[src/core/tcm_pkg.sv]
// Functional notes
// RL1: Buffering off: a compare write updates the active compare value at once.
// RL2: Buffering on: writes go to a buffer, copied to active compare on overflow.
// RL3: PWM with fast output: trigger drives the output now, else compare decides.
// RL4: Channel 1 direction: 00 output, 01 own filtered pin, 10 channel 2 pin.
// RL5: Direction 11 takes the slave trigger, valid only with an internal trigger source.
// RL6: Software changes direction fields only while the channel is disabled.
// RL7: Channel 2 direction: 00 output, 01 own pin, 10 channel 1 pin, 11 trigger.
// RL8: Filter passes an edge after N consecutive samples of the new level.
// RL9: Filter 0000 unfiltered at base rate; 0001-0011 kernel rate, N 2, 4, 8.
// RL10: Filter 0100/0101 base/2 N 6,8; 0110/0111 base/4 N 6,8.
// RL11: Filter 1000/1001 base/8; 1010-1100 base/16; 1101-1111 base/32.
// RL12: Capture prescaler: every edge, or every 2nd, 4th, 8th active edge.
// RL13: Capture prescaler count clears whenever the channel enable is clear.
// RL14: Channel 2 filter at bits 15:12, prescaler at bits 11:10.
// RL15: PWM A up-count: high while compare above counter; PWM B inverse.
// RL16: Upper fields of each byte mean output or input controls per direction.
// RL17: All configuration fields reset to zero.
package tcm_pkg;

  // ----------------------------------------------------------------------
  // Bus and widths
  // ----------------------------------------------------------------------
  localparam int ADDR_W      = 8;
  localparam int DATA_W      = 32;
  localparam int CNT_W       = 16;
  localparam int DTS_DIV_DEF = 1;

  // ----------------------------------------------------------------------
  // Register offsets
  // ----------------------------------------------------------------------
  localparam logic [ADDR_W-1:0] OFS_MODE   = 8'h00;
  localparam logic [ADDR_W-1:0] OFS_CMP    = 8'h04;
  localparam logic [ADDR_W-1:0] OFS_CMPBUF = 8'h08;
  localparam logic [ADDR_W-1:0] OFS_CTRL   = 8'h0C;
  localparam logic [ADDR_W-1:0] OFS_STATUS = 8'h10;

  // ----------------------------------------------------------------------
  // Mode register fields
  // ----------------------------------------------------------------------
  localparam int CH1_DIR_LSB  = 0;
  localparam int CH1_FAST_BIT = 2;
  localparam int CH1_BUF_BIT  = 3;
  localparam int CH1_BEH_LSB  = 4;
  localparam int CH1_PSC_LSB  = 2;
  localparam int CH1_FILT_LSB = 4;
  localparam int CH2_DIR_LSB  = 8;
  localparam int CH2_PSC_LSB  = 10;
  localparam int CH2_FILT_LSB = 12;

  // ----------------------------------------------------------------------
  // Control register fields and reset values
  // ----------------------------------------------------------------------
  localparam int CTRL_CH1_ON_BIT  = 0;
  localparam int CTRL_CH2_ON_BIT  = 1;
  localparam int CTRL_TRG_INT_BIT = 2;
  localparam logic [15:0] MODE_RST = 16'h0000;
  localparam logic [2:0]  CTRL_RST = 3'h0;

  // ----------------------------------------------------------------------
  // Encodings
  // ----------------------------------------------------------------------
  typedef enum logic [1:0] {
    TCM_DIR_OUT   = 2'b00,
    TCM_DIR_OWN   = 2'b01,
    TCM_DIR_OTHER = 2'b10,
    TCM_DIR_TRIG  = 2'b11
  } tcm_dir_t;

  localparam logic [2:0] BEH_PWM_A = 3'b110;
  localparam logic [2:0] BEH_PWM_B = 3'b111;
  localparam logic [3:0] FILT_NONE = 4'h0;

endpackage

[src/core/tcm_ch12_mode.sv]
// Mode configuration for timer channels 1 and 2.
//
// Our own choices: the address-and-strobe port and the register offsets.
module tcm_ch12_mode #(
  parameter int CNT_W   = tcm_pkg::CNT_W,
  parameter int DTS_DIV = tcm_pkg::DTS_DIV_DEF
) (
  input  wire logic                        sys_clk_i,
  input  wire logic                        rst_i,
  input  wire logic [tcm_pkg::ADDR_W-1:0]  reg_addr_i,
  input  wire logic [tcm_pkg::DATA_W-1:0]  reg_wdata_i,
  input  wire logic                        reg_wr_i,
  input  wire logic                        reg_rd_i,
  output logic      [tcm_pkg::DATA_W-1:0]  reg_rdata_o,
  input  wire logic [CNT_W-1:0]            counter_value_i,
  input  wire logic                        count_down_i,
  input  wire logic                        overflow_i,
  input  wire logic                        trigger_event_i,
  input  wire logic                        slave_trigger_input_i,
  input  wire logic                        ch1_pin_i,
  input  wire logic                        ch2_pin_i,
  output logic                             ch1_raw_output_o,
  output logic                             ch1_capture_o,
  output logic                             ch2_capture_o
);
  import tcm_pkg::*;

  // ----------------------------------------------------------------------
  // State
  // ----------------------------------------------------------------------
  logic [15:0]        mode_q;
  logic [15:0]        mode_d;
  logic [2:0]         ctrl_q;
  logic [2:0]         ctrl_d;
  logic [CNT_W-1:0]   cmp_act_q;
  logic [CNT_W-1:0]   cmp_act_d;
  logic [CNT_W-1:0]   cmp_buf_q;
  logic [CNT_W-1:0]   cmp_buf_d;
  logic [1:0]         sync1_q;
  logic [1:0]         sync2_q;
  logic [7:0]         dts_cnt_q;
  logic [7:0]         dts_cnt_d;
  logic               dts_tick;
  logic [4:0]         pre_cnt_q;
  logic [4:0]         pre_cnt_d;
  logic [1:0]         prev_in_q;
  logic [1:0]         prev_in_d;
  logic [2:0]         psc_cnt_q [2];
  logic [2:0]         psc_cnt_d [2];
  logic [1:0]         cap_q;
  logic [1:0]         cap_d;
  logic               raw_q;
  logic               raw_d;
  logic [DATA_W-1:0]  rdata_q;
  logic [DATA_W-1:0]  rdata_d;

  // Per-channel decoded views of the mode and control registers, plus filter, routing and sampling signals.
  tcm_dir_t           dir    [2];
  logic [3:0]         fcode  [2];
  logic [1:0]         psc    [2];
  logic [1:0]         chan_on;
  logic [1:0]         filt;
  logic [1:0]         sel_in;
  logic [1:0]         samp_en;
  logic [3:0]         need   [2];
  logic [2:0]         shift  [2];
  logic [1:0]         kern;

  // ----------------------------------------------------------------------
  // Filter code decode
  // ----------------------------------------------------------------------
  // Returns {kernel-rate flag, base-clock divide shift, sample count N}.
  function automatic logic [7:0] filt_decode(input logic [3:0] code);
    logic [7:0] r;
    r = 8'h00;
    case (code)
      4'h0:    r = {1'b0, 3'd0, 4'd1};  // [RL9]
      4'h1:    r = {1'b1, 3'd0, 4'd2};  // [RL9]
      4'h2:    r = {1'b1, 3'd0, 4'd4};  // [RL9]
      4'h3:    r = {1'b1, 3'd0, 4'd8};  // [RL9]
      4'h4:    r = {1'b0, 3'd1, 4'd6};  // [RL10]
      4'h5:    r = {1'b0, 3'd1, 4'd8};  // [RL10]
      4'h6:    r = {1'b0, 3'd2, 4'd6};  // [RL10]
      4'h7:    r = {1'b0, 3'd2, 4'd8};  // [RL10]
      4'h8:    r = {1'b0, 3'd3, 4'd6};  // [RL11]
      4'h9:    r = {1'b0, 3'd3, 4'd8};  // [RL11]
      4'hA:    r = {1'b0, 3'd4, 4'd5};  // [RL11]
      4'hB:    r = {1'b0, 3'd4, 4'd6};  // [RL11]
      4'hC:    r = {1'b0, 3'd4, 4'd8};  // [RL11]
      4'hD:    r = {1'b0, 3'd5, 4'd5};  // [RL11]
      4'hE:    r = {1'b0, 3'd5, 4'd6};  // [RL11]
      4'hF:    r = {1'b0, 3'd5, 4'd8};  // [RL11]
      default: r = 8'h00;
    endcase
    return r;
  endfunction

  // ----------------------------------------------------------------------
  // Field views
  // ----------------------------------------------------------------------
  // Filter and prescaler bits only count while a channel is an input;
  // in output mode channel 1 uses the same bits for buffering and behaviour controls.
  always_comb begin
    dir[0]     = tcm_dir_t'(mode_q[CH1_DIR_LSB +: 2]);
    dir[1]     = tcm_dir_t'(mode_q[CH2_DIR_LSB +: 2]);
    fcode[0]   = (dir[0] == TCM_DIR_OUT) ? FILT_NONE : mode_q[CH1_FILT_LSB +: 4]; // [RL16]
    fcode[1]   = (dir[1] == TCM_DIR_OUT) ? FILT_NONE : mode_q[CH2_FILT_LSB +: 4]; // [RL14]
    psc[0]     = (dir[0] == TCM_DIR_OUT) ? 2'b00 : mode_q[CH1_PSC_LSB +: 2];      // [RL16]
    psc[1]     = (dir[1] == TCM_DIR_OUT) ? 2'b00 : mode_q[CH2_PSC_LSB +: 2];      // [RL14]
    chan_on[0] = ctrl_q[CTRL_CH1_ON_BIT];
    chan_on[1] = ctrl_q[CTRL_CH2_ON_BIT];
    for (int c = 0; c < 2; c++) begin
      {kern[c], shift[c], need[c]} = filt_decode(fcode[c]);
    end
  end

  // ----------------------------------------------------------------------
  // Sampling clock enables
  // ----------------------------------------------------------------------
  // The sampling base is a divided tick of the kernel clock; the five-bit
  // prescaler gives the /2 to /32 rates without any extra clock domain.
  always_comb begin
    dts_tick  = (dts_cnt_q == 8'(DTS_DIV - 1));
    dts_cnt_d = dts_tick ? 8'h00 : dts_cnt_q + 8'h01;
    pre_cnt_d = dts_tick ? pre_cnt_q + 5'h01 : pre_cnt_q;
    for (int c = 0; c < 2; c++) begin
      if (kern[c]) begin
        samp_en[c] = 1'b1;
      end else begin
        samp_en[c] = dts_tick && ((pre_cnt_q & 5'((1 << shift[c]) - 1)) == 5'h00);
      end
    end
  end

  // Sampling state registers; the pins pass two flip-flops first.
  always_ff @(posedge sys_clk_i) begin
    if (rst_i) begin
      dts_cnt_q <= 8'h00;
      pre_cnt_q <= 5'h00;
      sync1_q   <= 2'b00;
      sync2_q   <= 2'b00;
    end else begin
      dts_cnt_q <= dts_cnt_d;
      pre_cnt_q <= pre_cnt_d;
      sync1_q   <= {ch2_pin_i, ch1_pin_i};
      sync2_q   <= sync1_q;
    end
  end

  // ----------------------------------------------------------------------
  // Input filters, one per pin
  // ----------------------------------------------------------------------
  generate
    for (genvar g = 0; g < 2; g++) begin : g_filt
      tcm_input_filter u_filt (
        .sys_clk_i   (sys_clk_i),
        .rst_i       (rst_i),
        .sample_en_i (samp_en[g]),
        .bypass_i    (fcode[g] == FILT_NONE),
        .need_i      (need[g]),
        .din_i       (sync2_q[g]),
        .dout_o      (filt[g])
      );
    end
  endgenerate

  // ----------------------------------------------------------------------
  // Input routing, edge detect and capture prescaler
  // ----------------------------------------------------------------------
  // Only rising edges are active here; polarity handling lives elsewhere.
  always_comb begin
    for (int c = 0; c < 2; c++) begin
      case (dir[c])
        TCM_DIR_OUT:   sel_in[c] = 1'b0;                                    // [RL4] [RL7]
        TCM_DIR_OWN:   sel_in[c] = filt[c];                                 // [RL4] [RL7]
        TCM_DIR_OTHER: sel_in[c] = filt[1-c];                               // [RL4] [RL7]
        TCM_DIR_TRIG:  sel_in[c] = slave_trigger_input_i
                                   & ctrl_q[CTRL_TRG_INT_BIT];              // [RL5] [RL7]
        default:       sel_in[c] = 1'b0;
      endcase
      prev_in_d[c]  = sel_in[c];
      cap_d[c]      = 1'b0;
      psc_cnt_d[c]  = psc_cnt_q[c];
      if (!chan_on[c]) begin
        psc_cnt_d[c] = 3'h0;                                                // [RL13]
      end else if (sel_in[c] && !prev_in_q[c]) begin
        // Divisor 1, 2, 4 or 8 gives a terminal count of 0, 1, 3 or 7.
        if (psc_cnt_q[c] == {psc[c] == 2'b11, psc[c][1], psc[c] != 2'b00}) begin
          psc_cnt_d[c] = 3'h0;
          cap_d[c]     = 1'b1;                                              // [RL12]
        end else begin
          psc_cnt_d[c] = psc_cnt_q[c] + 3'h1;                               // [RL12]
        end
      end
    end
  end

  // Capture path registers.
  always_ff @(posedge sys_clk_i) begin
    if (rst_i) begin
      prev_in_q    <= 2'b00;
      psc_cnt_q[0] <= 3'h0;
      psc_cnt_q[1] <= 3'h0;
      cap_q        <= 2'b00;
    end else begin
      prev_in_q    <= prev_in_d;
      psc_cnt_q[0] <= psc_cnt_d[0];
      psc_cnt_q[1] <= psc_cnt_d[1];
      cap_q        <= cap_d;
    end
  end

  // ----------------------------------------------------------------------
  // Register writes and compare buffering
  // ----------------------------------------------------------------------
  // Direction fields are taken as written; software keeps the channel
  // disabled while it changes them, so no glitch guard is built in. [RL6]
  always_comb begin
    mode_d    = mode_q;
    ctrl_d    = ctrl_q;
    cmp_act_d = cmp_act_q;
    cmp_buf_d = cmp_buf_q;
    if (overflow_i && mode_q[CH1_BUF_BIT] && dir[0] == TCM_DIR_OUT) begin  // [RL16]
      cmp_act_d = cmp_buf_q;                                                // [RL2]
    end
    if (reg_wr_i) begin
      case (reg_addr_i)
        OFS_MODE: mode_d = reg_wdata_i[15:0];
        OFS_CTRL: ctrl_d = reg_wdata_i[2:0];
        OFS_CMP: begin
          if (mode_q[CH1_BUF_BIT] && dir[0] == TCM_DIR_OUT) begin          // [RL16]
            cmp_buf_d = reg_wdata_i[CNT_W-1:0];                             // [RL2]
          end else begin
            cmp_act_d = reg_wdata_i[CNT_W-1:0];                             // [RL1]
            cmp_buf_d = reg_wdata_i[CNT_W-1:0];
          end
        end
        default: ;
      endcase
    end
  end

  // Configuration registers; everything clears on reset.
  always_ff @(posedge sys_clk_i) begin
    if (rst_i) begin
      mode_q    <= MODE_RST;                                                // [RL17]
      ctrl_q    <= CTRL_RST;
      cmp_act_q <= '0;
      cmp_buf_q <= '0;
    end else begin
      mode_q    <= mode_d;
      ctrl_q    <= ctrl_d;
      cmp_act_q <= cmp_act_d;
      cmp_buf_q <= cmp_buf_d;
    end
  end

  // ----------------------------------------------------------------------
  // PWM raw output
  // ----------------------------------------------------------------------
  // A fast-output trigger forces the active level for that cycle; the
  // comparison takes over again from the next cycle.
  always_comb begin
    logic [2:0] beh;
    logic       lvl_a;
    beh   = mode_q[CH1_BEH_LSB +: 3];
    lvl_a = count_down_i ? (cmp_act_q >= counter_value_i)
                         : (cmp_act_q > counter_value_i);                   // [RL15]
    raw_d = 1'b0;
    if (dir[0] == TCM_DIR_OUT && (beh == BEH_PWM_A || beh == BEH_PWM_B)) begin
      if (mode_q[CH1_FAST_BIT] && trigger_event_i) begin
        raw_d = (beh == BEH_PWM_A);                                         // [RL3]
      end else begin
        raw_d = (beh == BEH_PWM_A) ? lvl_a : !lvl_a;                        // [RL3] [RL15]
      end
    end
  end

  // ----------------------------------------------------------------------
  // Register reads
  // ----------------------------------------------------------------------
  always_comb begin
    rdata_d = '0;
    if (reg_rd_i) begin
      case (reg_addr_i)
        OFS_MODE:   rdata_d[15:0]      = mode_q;
        OFS_CMP:    rdata_d[CNT_W-1:0] = cmp_act_q;
        OFS_CMPBUF: rdata_d[CNT_W-1:0] = cmp_buf_q;
        OFS_CTRL:   rdata_d[2:0]       = ctrl_q;
        OFS_STATUS: rdata_d[8:0]       = {filt, psc_cnt_q[1], psc_cnt_q[0], raw_q};
        default:    rdata_d            = '0;  // Unmapped addresses read zero.
      endcase
    end
  end

  // Output registers.
  always_ff @(posedge sys_clk_i) begin
    if (rst_i) begin
      raw_q   <= 1'b0;
      rdata_q <= '0;
    end else begin
      raw_q   <= raw_d;
      rdata_q <= rdata_d;
    end
  end

  assign reg_rdata_o      = rdata_q;
  assign ch1_raw_output_o = raw_q;
  assign ch1_capture_o    = cap_q[0];
  assign ch2_capture_o    = cap_q[1];

endmodule

[src/core/tcm_input_filter.sv]
// Confirms a level change on one input after a run of equal samples.
module tcm_input_filter (
  input  wire logic       sys_clk_i,
  input  wire logic       rst_i,
  input  wire logic       sample_en_i,
  input  wire logic       bypass_i,
  input  wire logic [3:0] need_i,
  input  wire logic       din_i,
  output logic            dout_o
);
  import tcm_pkg::*;

  logic [3:0] run_q;
  logic [3:0] run_d;
  logic       lvl_q;
  logic       lvl_d;

  // ----------------------------------------------------------------------
  // Sample counting
  // ----------------------------------------------------------------------
  // A sample equal to the output level restarts the run, so glitches
  // shorter than the window never reach the capture logic.
  always_comb begin
    run_d = run_q;
    lvl_d = lvl_q;
    if (sample_en_i) begin
      if (bypass_i) begin
        lvl_d = din_i;
        run_d = 4'h0;
      end else if (din_i == lvl_q) begin
        run_d = 4'h0;
      end else if (run_q + 4'h1 >= need_i) begin
        lvl_d = din_i; // [RL8]
        run_d = 4'h0;
      end else begin
        run_d = run_q + 4'h1;
      end
    end
  end

  // Registering stage.
  always_ff @(posedge sys_clk_i) begin
    if (rst_i) begin
      run_q <= 4'h0;
      lvl_q <= 1'b0;
    end else begin
      run_q <= run_d;
      lvl_q <= lvl_d;
    end
  end

  assign dout_o = lvl_q;

endmodule

[config.mk]
export PLATFORM = sky130hd
export DESIGN_NAME = tcm_ch12_mode
export DESIGN_NICKNAME = d
export VERILOG_FILES = /design/src/core/tcm_pkg.sv /design/src/core/tcm_ch12_mode.sv /design/src/core/tcm_input_filter.sv
export SDC_FILE = /design/constraint.sdc
export NUM_CORES = 1
export LEC_CHECK = 0
export BUFFER_PORTS_ARGS = -buffer_cell sky130_fd_sc_hd__buf_2
export CAP_MARGIN = 20
export CORE_ASPECT_RATIO = 1.25
export CORE_UTILIZATION = 35
export DETAILED_ROUTE_END_ITERATION = 6
export GPL_TIMING_DRIVEN = 1
export MAX_ROUTING_LAYER = met4
export SETUP_SLACK_MARGIN = 0.2
export SKIP_CTS_REPAIR_TIMING = 1
export SYNTH_ARGS = -nofsm -noshare
export SYNTH_HDL_FRONTEND = slang
export SYNTH_SLANG_ARGS = --single-unit
[constraint.sdc]
create_clock -name sys_clk_i -period 3.95 [get_ports sys_clk_i]
set_clock_uncertainty 0.1 [all_clocks]
set_input_delay 0.1975 -clock sys_clk_i [delete_from_list [all_inputs] [get_ports sys_clk_i]]
set_output_delay 0.1975 -clock sys_clk_i [all_outputs]
set_load 0.01 [all_outputs]
==> results.yml, run 1 <==
die:
  row_count: 53
  die_x_um: 119
  die-area_um2: 17700
  num_io_pins: 101
  core_area_um2: 16800
  start_util: 0.357
  chipHeight_um: 149
timing:
  hold_slack_ns: 0.000262
  period_needed_ns: 3.40
  finalMaxSlewViolations: 0
  worst_slack_ns: 0.551
  tns_ns: 0
  finalSetupViolations: 0
  relSlewSlack: 0.290
  tightest_slew_ns: 1.06
  hold_viol: 0
  rsz0062_at_grt: "no"
  fin_crit_sh: 0.861
  fmax_mhz: 294
setup_path:
  r2r_end: "g_filt[0].u_filt.run_q[2]"
  reg2reg_from: "mode_q[1]"
  ff2ff_setup_slack_ns: 0.55
  worstPathMaxFanout: 12
  crit_arrival_ns: 3.58
  critPathKind: "reg -> reg"
  critPathCaptureType: "register"
  cp-start-kind: "register"
  critical_path_required_ns: 4.13
  worst_r2r_path_depth: 14
clock_tree:
  cts_tree: "done"
  clk_pin_slew_ns: 0.07
  htreeDepth: 3
  cts_root_buffer: "clkbuf_16"
  cts_made_buffers: 9
  cts_buffer_depth: 2
  numClockSinks: 105
  clk_latency_ns: 0.36
routing:
  firstDrtPassIters: 5
  drt_iter0_markers: 219
  wire_per_inst_um: 14.7
  drt_wl_total_um: 14600
  drt-vias-per-instance: 5.12
  num_vias: 5086
  drcViolationCount: 0
  ant_nets: 0
synth:
  yosysWarnings: 0
  synth_adder_area_share: 0.0895
  seq_area_frac_synth: 0.349
  synth_compound_area_frac: 0.173
  syn-instance-count: 720
  synth_flop_cell: "dfxtp_1"
  synthXorXnorAreaFrac: 0.0306
  synth_top_family_by_area: "simple AND/OR/NAND/NOR gates"
  syn_area_per_cell_um2: 8.35
  ys_ff_latch: 105
  syn_area_um2: 6010
  synth_edf_count: 0
  muxShareOfSynthArea: 0.0741
  ys_async_sr_fraction: 0
  yosys.area_share.simple: 0.215
  ys_types: 63
layout:
  fillers: 1798
  fin_nets: 877
  antennaDiodeCount: 0
  final-seq-area_um2: 2100
  area_delta_synth_final_pct: 12.9
  fin_util: 0.403
  multiInputGateArea_um2: 3570
  stdcell_area_um2: 6790
  layoutNonFillerInstCount: 993
  drive_above_1_share: 0.160
job:
  cap_violations: 0
placed_design:
  post_dp_cell_area_um2: 6440
  io_buffers: 68
  place_inst: 974
  gp_congestion: 0.813
  hpwl_um: 10700
  place_ws_ns: 0.524
run_status:
  outcome: "finished clean"
power_and_ir_drop:
  power_mw: 2.15
  p_sw_mw: 0.485
  p_per_area_nw_per_um2: 316
  internal_power_mw: 1.66
  netSwitchingFraction: 0.226
  peakVddDrop_mv: 0.157
  seq_power_share: 0.499
  leakagePower_nw: 2.66
  clkPwrFrac: 0.449
  combPwrFrac: 0.052
global_routing:
  grt_pass1_wl_um: 24000
  grt_use_total: 0.179
  grt_pass1_vias: 4733
  grt_max_degree: 70
  antenna_found_initial: 0
  grt_overflow: 0
min_path:
  holdPathStages: 3
  hold_start: "reg_wdata_i[11]"
  hold_path_class: "in -> reg"
  hold_path_end: "cmp_buf_q[11]"
==> sequential cells by signal (all words and copies together), names as in the netlist, 5 cells and up <==
register / count
dts_cnt_q: 8
cmp_buf_q: 16
cmp_act_q: 16
psc_cnt_q: 6
reg_rdata_o: 16
pre_cnt_q: 5
g_filt.u_filt.run_q: 8
mode_q: 16
==> cells in the final DEF, fill, tap and decap left out, types with 13 or more instances in the layout <==
master / instances
nand3_1: 39
mux2i_1: 31
nand2b_1: 14
dfxtp_1: 105
inv_1: 31
xor2_1: 13
a211oi_2: 16
ha_1: 43
buf_2: 68
a21oi_1: 59
nand2_1: 86
o21ai_0: 26
conb_1: 16
nor2_1: 83
==> per-layer routing <==
| layer | global-route usage | part of all wire | up-vias |
|---|---|---|---|
| met5 | - | 0 | - |
| met4 | 0.0816 | 0.023 | 0 |
| met3 | 0.0234 | 0.040 | 21 |
| met2 | 0.293 | 0.48 | 134 |
| met1 | 0.218 | 0.46 | 2337 |
| li1 | - | - | 2594 |
==> area by class of cell <==
| class | instances | share of cell area |
|---|---|---|
| timing repair buffer | 76 | 0.0601 |
| inverter | 31 | 0.0171 |
| sequential | 105 | 0.310 |
| tap | 220 | 0.0405 |
| clock buffer | 10 | 0.0337 |
| clock inverter | 6 | 0.0133 |
| multi-input combinational | 545 | 0.526 |
==> cell families after synthesis <==
group / Yosys count
other cells: 1
mux: 40
compound gates: 152
simple gates: 273
buf+inv: 85
xor+xnor: 21
flops: 105
fa+ha+maj: 43
==> cell usage after synthesis (4+ instances only) <==
library cell / instances / area, um2
o221ai_1: 4 / 35.0
a222oi_1: 6 / 60.1
xnor2_1: 8 / 70.1
nand2b_1: 14 / 87.6
buf_2: 6 / 30.0
o22ai_1: 4 / 25.0
clkbuf_1: 25 / 93.8
nand3_1: 39 / 195
a22oi_1: 4 / 30.0
inv_1: 31 / 116
dfxtp_1: 105 / 2100
ha_1: 43 / 538
a21oi_1: 59 / 295
a211oi_2: 16 / 200
nand2_1: 86 / 323
buf_4: 18 / 135
mux2_2: 6 / 67.6
xor2_1: 13 / 114
nand4_1: 7 / 43.8
and3_1: 7 / 43.8
mux2i_1: 31 / 310
nor2b_1: 12 / 75.1
o21ai_0: 26 / 130
nor2_1: 83 / 312
nor3b_1: 5 / 37.5
==> worst max-delay path: stages, from the launching register on <==
cell	delay, ns
dfxtp_1	0.48
or2_1	0.40
nand2_1	0.19
ha_1	0.29
nor2b_1	0.14
a31oi_1	0.14
o21ai_0	0.09
ha_1	0.29
nand2b_1	0.13
a211oi_1	0.24
o21ai_0	0.14
nand2b_1	0.17
nand2b_1	0.18
or2_1	0.24
o22ai_1	0.12
==> how the worst max path moves through the flow <==
| stage | cells after the start | endpoint | slack [ns] | from |
|---|---|---|---|---|
| floorplan | 16 | g_filt[0].u_filt.run_q[2] | 0.94 | mode_q[1] |
| global route | 14 | g_filt[0].u_filt.run_q[2] | 0.21 | mode_q[1] |
| detailed placement | 14 | g_filt[0].u_filt.run_q[2] | 0.52 | mode_q[1] |
| global placement | 14 | g_filt[0].u_filt.run_q[2] | 0.57 | mode_q[1] |
| CTS | 14 | g_filt[0].u_filt.run_q[2] | 0.52 | mode_q[1] |
| finish | 14 | g_filt[0].u_filt.run_q[2] | 0.55 | mode_q[1] |
==> power groups by stage <==
| stage | logic, mW | registers, mW | clock network, mW |
|---|---|---|---|
| 5_1_grt | 0.123 | 1.07 | 1.04 |
| 4_1_cts | 0.109 | 1.07 | 0.996 |
| 2_1_floorplan | 0.0711 | 1.09 | 0 |
| 3_3_place_gp | 0.109 | 1.09 | 0 |
| 6_report | 0.111 | 1.07 | 0.965 |
| 3_5_place_dp | 0.109 | 1.09 | 0 |
Power figures use the tool's default switching activity.
==> run 2: changes to the inputs <==
Settings changed: CORE_UTILIZATION 35 to 57, PLACE_DENSITY set to 0.81.
==> run 2 against run 1 <==
Against the previous run: the flow now finishes with violations (DRC); maximum frequency rose by 2.2%; setup slack better by 0.072 ns; power fell by 4.7%; critical path depth did not move; clock-buffer cell count decreased by 1; first-iteration DRC count grew 44%; critical path type unchanged; critical endpoint unchanged; largest cell class unchanged; largest power group unchanged; highest routed layer unchanged.
==> results.yml, run 2 (synthesized netlist as in run 1, its figures left out) <==
placed_design:
  hpwl_um: 10200
  place_inst: 882
  place_ws_ns: 0.507
  io_buffers: 68
  gp_congestion: 0.862
  post_dp_cell_area_um2: 6320
timing:
  hold_slack_ns: 0.00626
  tns_ns: 0
  fmax_mhz: 301
  period_needed_ns: 3.33
  hold_viol: 0
  worst_slack_ns: 0.623
  rsz0062_at_grt: "no"
  finalMaxSlewViolations: 0
  finalSetupViolations: 0
  tightest_slew_ns: 1.07
  relSlewSlack: 0.286
  fin_crit_sh: 0.842
setup_path:
  path_common_cell: "nand2b_1"
  critPathCaptureType: "register"
  crit_arrival_ns: 3.50
  worst-path-buf-inv: 1
  slowest_stage: "dfxtp_1"
  critPathTopFamily: "simple AND/OR/NAND/NOR gates"
  worstPathCellList: "or2_4 > nand2_1 > inv_1 > ha_1 > a32oi_1 > o21ai_0 > ha_1 > nand2b_1 > a211oi_1 > o21ai_0 > nand2b_1 > nand2b_1 > or2_1 > o22ai_1"
  cp-start-kind: "register"
  critPathKind: "reg -> reg"
  critical_path_required_ns: 4.12
  worstPathMaxFanout: 12
  slowest_delay_ns: 0.38
clock_tree:
  numClockSinks: 105
  htreeDepth: 3
  cts_buffer_depth: 2
  cts_root_buffer: "clkbuf_16"
  clk_latency_ns: 0.35
  cts_tree: "done"
  clk_pin_slew_ns: 0.07
  cts_made_buffers: 9
layout:
  mostFrequentLayoutCells: "dfxtp_1 (105), nand2_1 (86), nor2_1 (83)"
  stdcell_area_um2: 6630
  fillers: 857
  fin_util: 0.652
  drive_above_1_share: 0.162
  area_delta_synth_final_pct: 10.2
  final_common_cell: "dfxtp_1"
  fin_nets: 875
  layoutNonFillerInstCount: 900
  antennaDiodeCount: 0
min_path:
  hold_path_class: "in -> reg"
global_routing:
  antenna_found_initial: 0
  grt_max_degree: 70
  grt_overflow: 0
  grt_pass1_vias: 4972
  grt_pass1_wl_um: 23100
  grt_use_total: 0.278
routing:
  wire_per_inst_um: 15.8
  ant_nets: 0
  num_vias: 5280
  drt-vias-per-instance: 5.87
  drcViolationCount: 1
  firstDrtPassIters: 7
  drt_iter0_markers: 316
  drt_wl_total_um: 14200
run_status:
  outcome: "finished, violations left"
  violations: "DRC"
die:
  core_area_um2: 10200
  die_x_um: 93.9
  num_io_pins: 101
  die-area_um2: 11000
  chipHeight_um: 117
  start_util: 0.592
  row_count: 41
job:
  cap_violations: 0
power_and_ir_drop:
  p_per_area_nw_per_um2: 309
  power_mw: 2.04
  leakagePower_nw: 2.64
  peakVddDrop_mv: 0.202
==> run 2: path summary, 6_finish.rpt <==
check | start | to | slack (ns) | cells past startpoint
max | mode_q[0] | g_filt[0].u_filt.run_q[2] | 0.62 | 14
min | reg_wdata_i[11] | cmp_buf_q[11] | 0.006 | 3
max reg2reg | mode_q[0] | g_filt[0].u_filt.run_q[2] | 0.62 | 14
min reg2reg | sync1_q[0] | sync2_q[0] | 0.35 | 1
==> run 2: power by group <==
group | leakage, nW | internal (mW) | switching [mW] | total [mW]
clock network | 0.143 | 0.440 | 0.426 | 0.866
registers | 0.847 | 1.06 | 0.00653 | 1.07
logic | 1.65 | 0.0385 | 0.0700 | 0.109
total | 2.64 | 1.54 | 0.502 | 2.04
==> run 2: area by class of cell <==
type	instances	area, um2	area share
Clock buffer	9	225	0.0340
Clock inverter	7	60.1	0.00906
Inverter	31	116	0.0176
Multi-Input combinational cell	545	3570	0.539
Sequential cell	105	2100	0.317
Tap cell	129	161	0.0244
Timing Repair Buffer	74	390	0.0589
==> run 2: worst reg2reg max path, delay by kind of cell, from the launching register on <==
| kind | cells | cell delay, ns |
|---|---|---|
| simple gates | 6 | 1.26 |
| buf+inv | 1 | 0.09 |
| flops | 1 | 0.38 |
| compound gates | 5 | 0.86 |
| fa+ha+maj | 2 | 0.55 |
==> run 2: routing by layer <==
metal  vias up  GRT usage  part of all wire
met5         -          -                 0
met4         0      0.127             0.028
met3        33     0.0388             0.056
met2       179      0.472              0.50
met1      2481      0.326              0.42
li1       2587          -                 -
==> run 3: changes to the inputs <==
Clock period 3.95 ns to 3.2 ns, I/O delays scaled along.
==> run 3 against run 2 <==
Against the previous run: the run ends with hold timing left; sequential cell count is the same; sequential power grew 23%; die area is the same; non-clock buffer count grew 21; register-to-register slack lost 0.29 ns; power grew 28%; global-route usage grew 1.1 points; worst hold slack lost 0.028 ns; cell area grew 4.6%; via count grew 4.3%; critical path depth is the same.
==> results.yml, run 3 (synthesized netlist as in run 1, its figures left out) <==
global_routing:
  grt_pass1_vias: 5172
  grt_pass1_wl_um: 24100
  antenna_found_initial: 0
  grt_use_total: 0.289
  grt_overflow: 0
  grt_max_degree: 70
placed_design:
  place_ws_ns: 0.0903
  io_buffers: 68
  hpwl_um: 10600
  post_dp_cell_area_um2: 6380
  gp_congestion: 0.866
power_and_ir_drop:
  power_mw: 2.62
  leakagePower_nw: 2.81
  peakVddDrop_mv: 0.321
  p_per_area_nw_per_um2: 378
routing:
  drcViolationCount: 0
  ant_nets: 0
  drt_iter0_markers: 346
  drt-vias-per-instance: 5.98
  num_vias: 5509
  drt_wl_total_um: 15000
  wire_per_inst_um: 16.3
  firstDrtPassIters: 5
run_status:
  violations: "hold timing"
  outcome: "finished, violations left"
layout:
  final_common_cell: "dfxtp_1"
  fin_nets: 896
  area_delta_synth_final_pct: 15.2
  antennaDiodeCount: 0
  stdcell_area_um2: 6930
  fillers: 816
  final-seq-area_um2: 2110
  fin_util: 0.682
  multiInputGateArea_um2: 3660
  mostFrequentLayoutCells: "dfxtp_1 (104), nand2_1 (83), nor2_1 (82)"
  drive_above_1_share: 0.188
setup_path:
  reg2reg_from: "mode_q[0]"
  startpoint: "mode_q[0]"
  worstPathMaxFanout: 7
  critPathKind: "reg -> reg"
  ff2ff_setup_slack_ns: 0.33
  critical_path_required_ns: 3.37
  crit_arrival_ns: 3.04
  cp-start-kind: "register"
  critPathCaptureType: "register"
die:
  chipHeight_um: 117
  core_area_um2: 10200
  die_x_um: 93.9
  num_io_pins: 101
  row_count: 41
  die-area_um2: 11000
  start_util: 0.592
timing:
  worst_slack_ns: 0.331
  hold_slack_ns: -0.0214
  period_needed_ns: 2.87
  tightest_slew_ns: 0.855
  rsz0062_at_grt: "no"
  fmax_mhz: 349
  relSlewSlack: 0.430
  finalSetupViolations: 0
  tns_ns: 0
  hold_viol: 3
  fin_crit_sh: 0.896
  finalMaxSlewViolations: 0
clock_tree:
  cts_buffer_depth: 2
  cts_made_buffers: 9
  clk_pin_slew_ns: 0.07
  cts_tree: "done"
  htreeDepth: 3
  numClockSinks: 105
  clk_latency_ns: 0.35
  cts_root_buffer: "clkbuf_16"
job:
  cap_violations: 0
min_path:
  hold_start: "reg_wdata_i[6]"
  hold_path_class: "in -> reg"
## run 3: path summary, 6_finish.rpt
| path | cells past startpoint | end |
|---|---|---|
| max | 14 | g_filt[0].u_filt.run_q[2] |
| min | 3 | cmp_buf_q[6] |
| max reg2reg | 14 | g_filt[0].u_filt.run_q[2] |
| min reg2reg | 1 | sync2_q[1] |
## run 3: per-stage QoR
stage	std cells	hold WS [ns]
6_report	921	-0.0214
5_1_grt	921	0.0102
4_1_cts	906	-0.0858
3_5_place_dp	890	0.278
3_3_place_gp	890	0.277
2_1_floorplan	735	0.188
## run 3: area by class of cell
class | count | area share
well taps | 129 | 0.0233
flip-flops and latches | 105 | 0.304
multi-input cells | 545 | 0.528
inverters | 31 | 0.0168
repair buffers | 95 | 0.0838
clock inverters | 7 | 0.0123
clock buffers | 9 | 0.0325
## run 3: where the power goes
group	switching (mW)	internal [mW]	total, mW
Combinational	0.0909	0.0594	0.150
Clock	0.525	0.622	1.15
Sequential	0.00810	1.31	1.32
Total	0.624	1.99	2.62
## run 3: routing by layer
layer,up-vias,share of wire,GRT usage
met1,2612,0.41,0.334
met5,-,0,-
met4,0,0.040,0.132
met3,51,0.052,0.0510
li1,2631,-,-
met2,215,0.50,0.488
## run 3: worst max-delay path, cell delays in order (launching register included)
cell and delay (ns):
dfxtp_1 0.33, or2_4 0.29, nand2_2 0.12, ha_2 0.22, nor2b_1 0.15, a31oi_1 0.06, o21ai_1 0.16, ha_1 0.24
nand2b_1 0.16, a211oi_2 0.21, o21ai_1 0.10, nand2b_4 0.14, nand2b_4 0.14, or2_1 0.22, o22ai_1 0.14
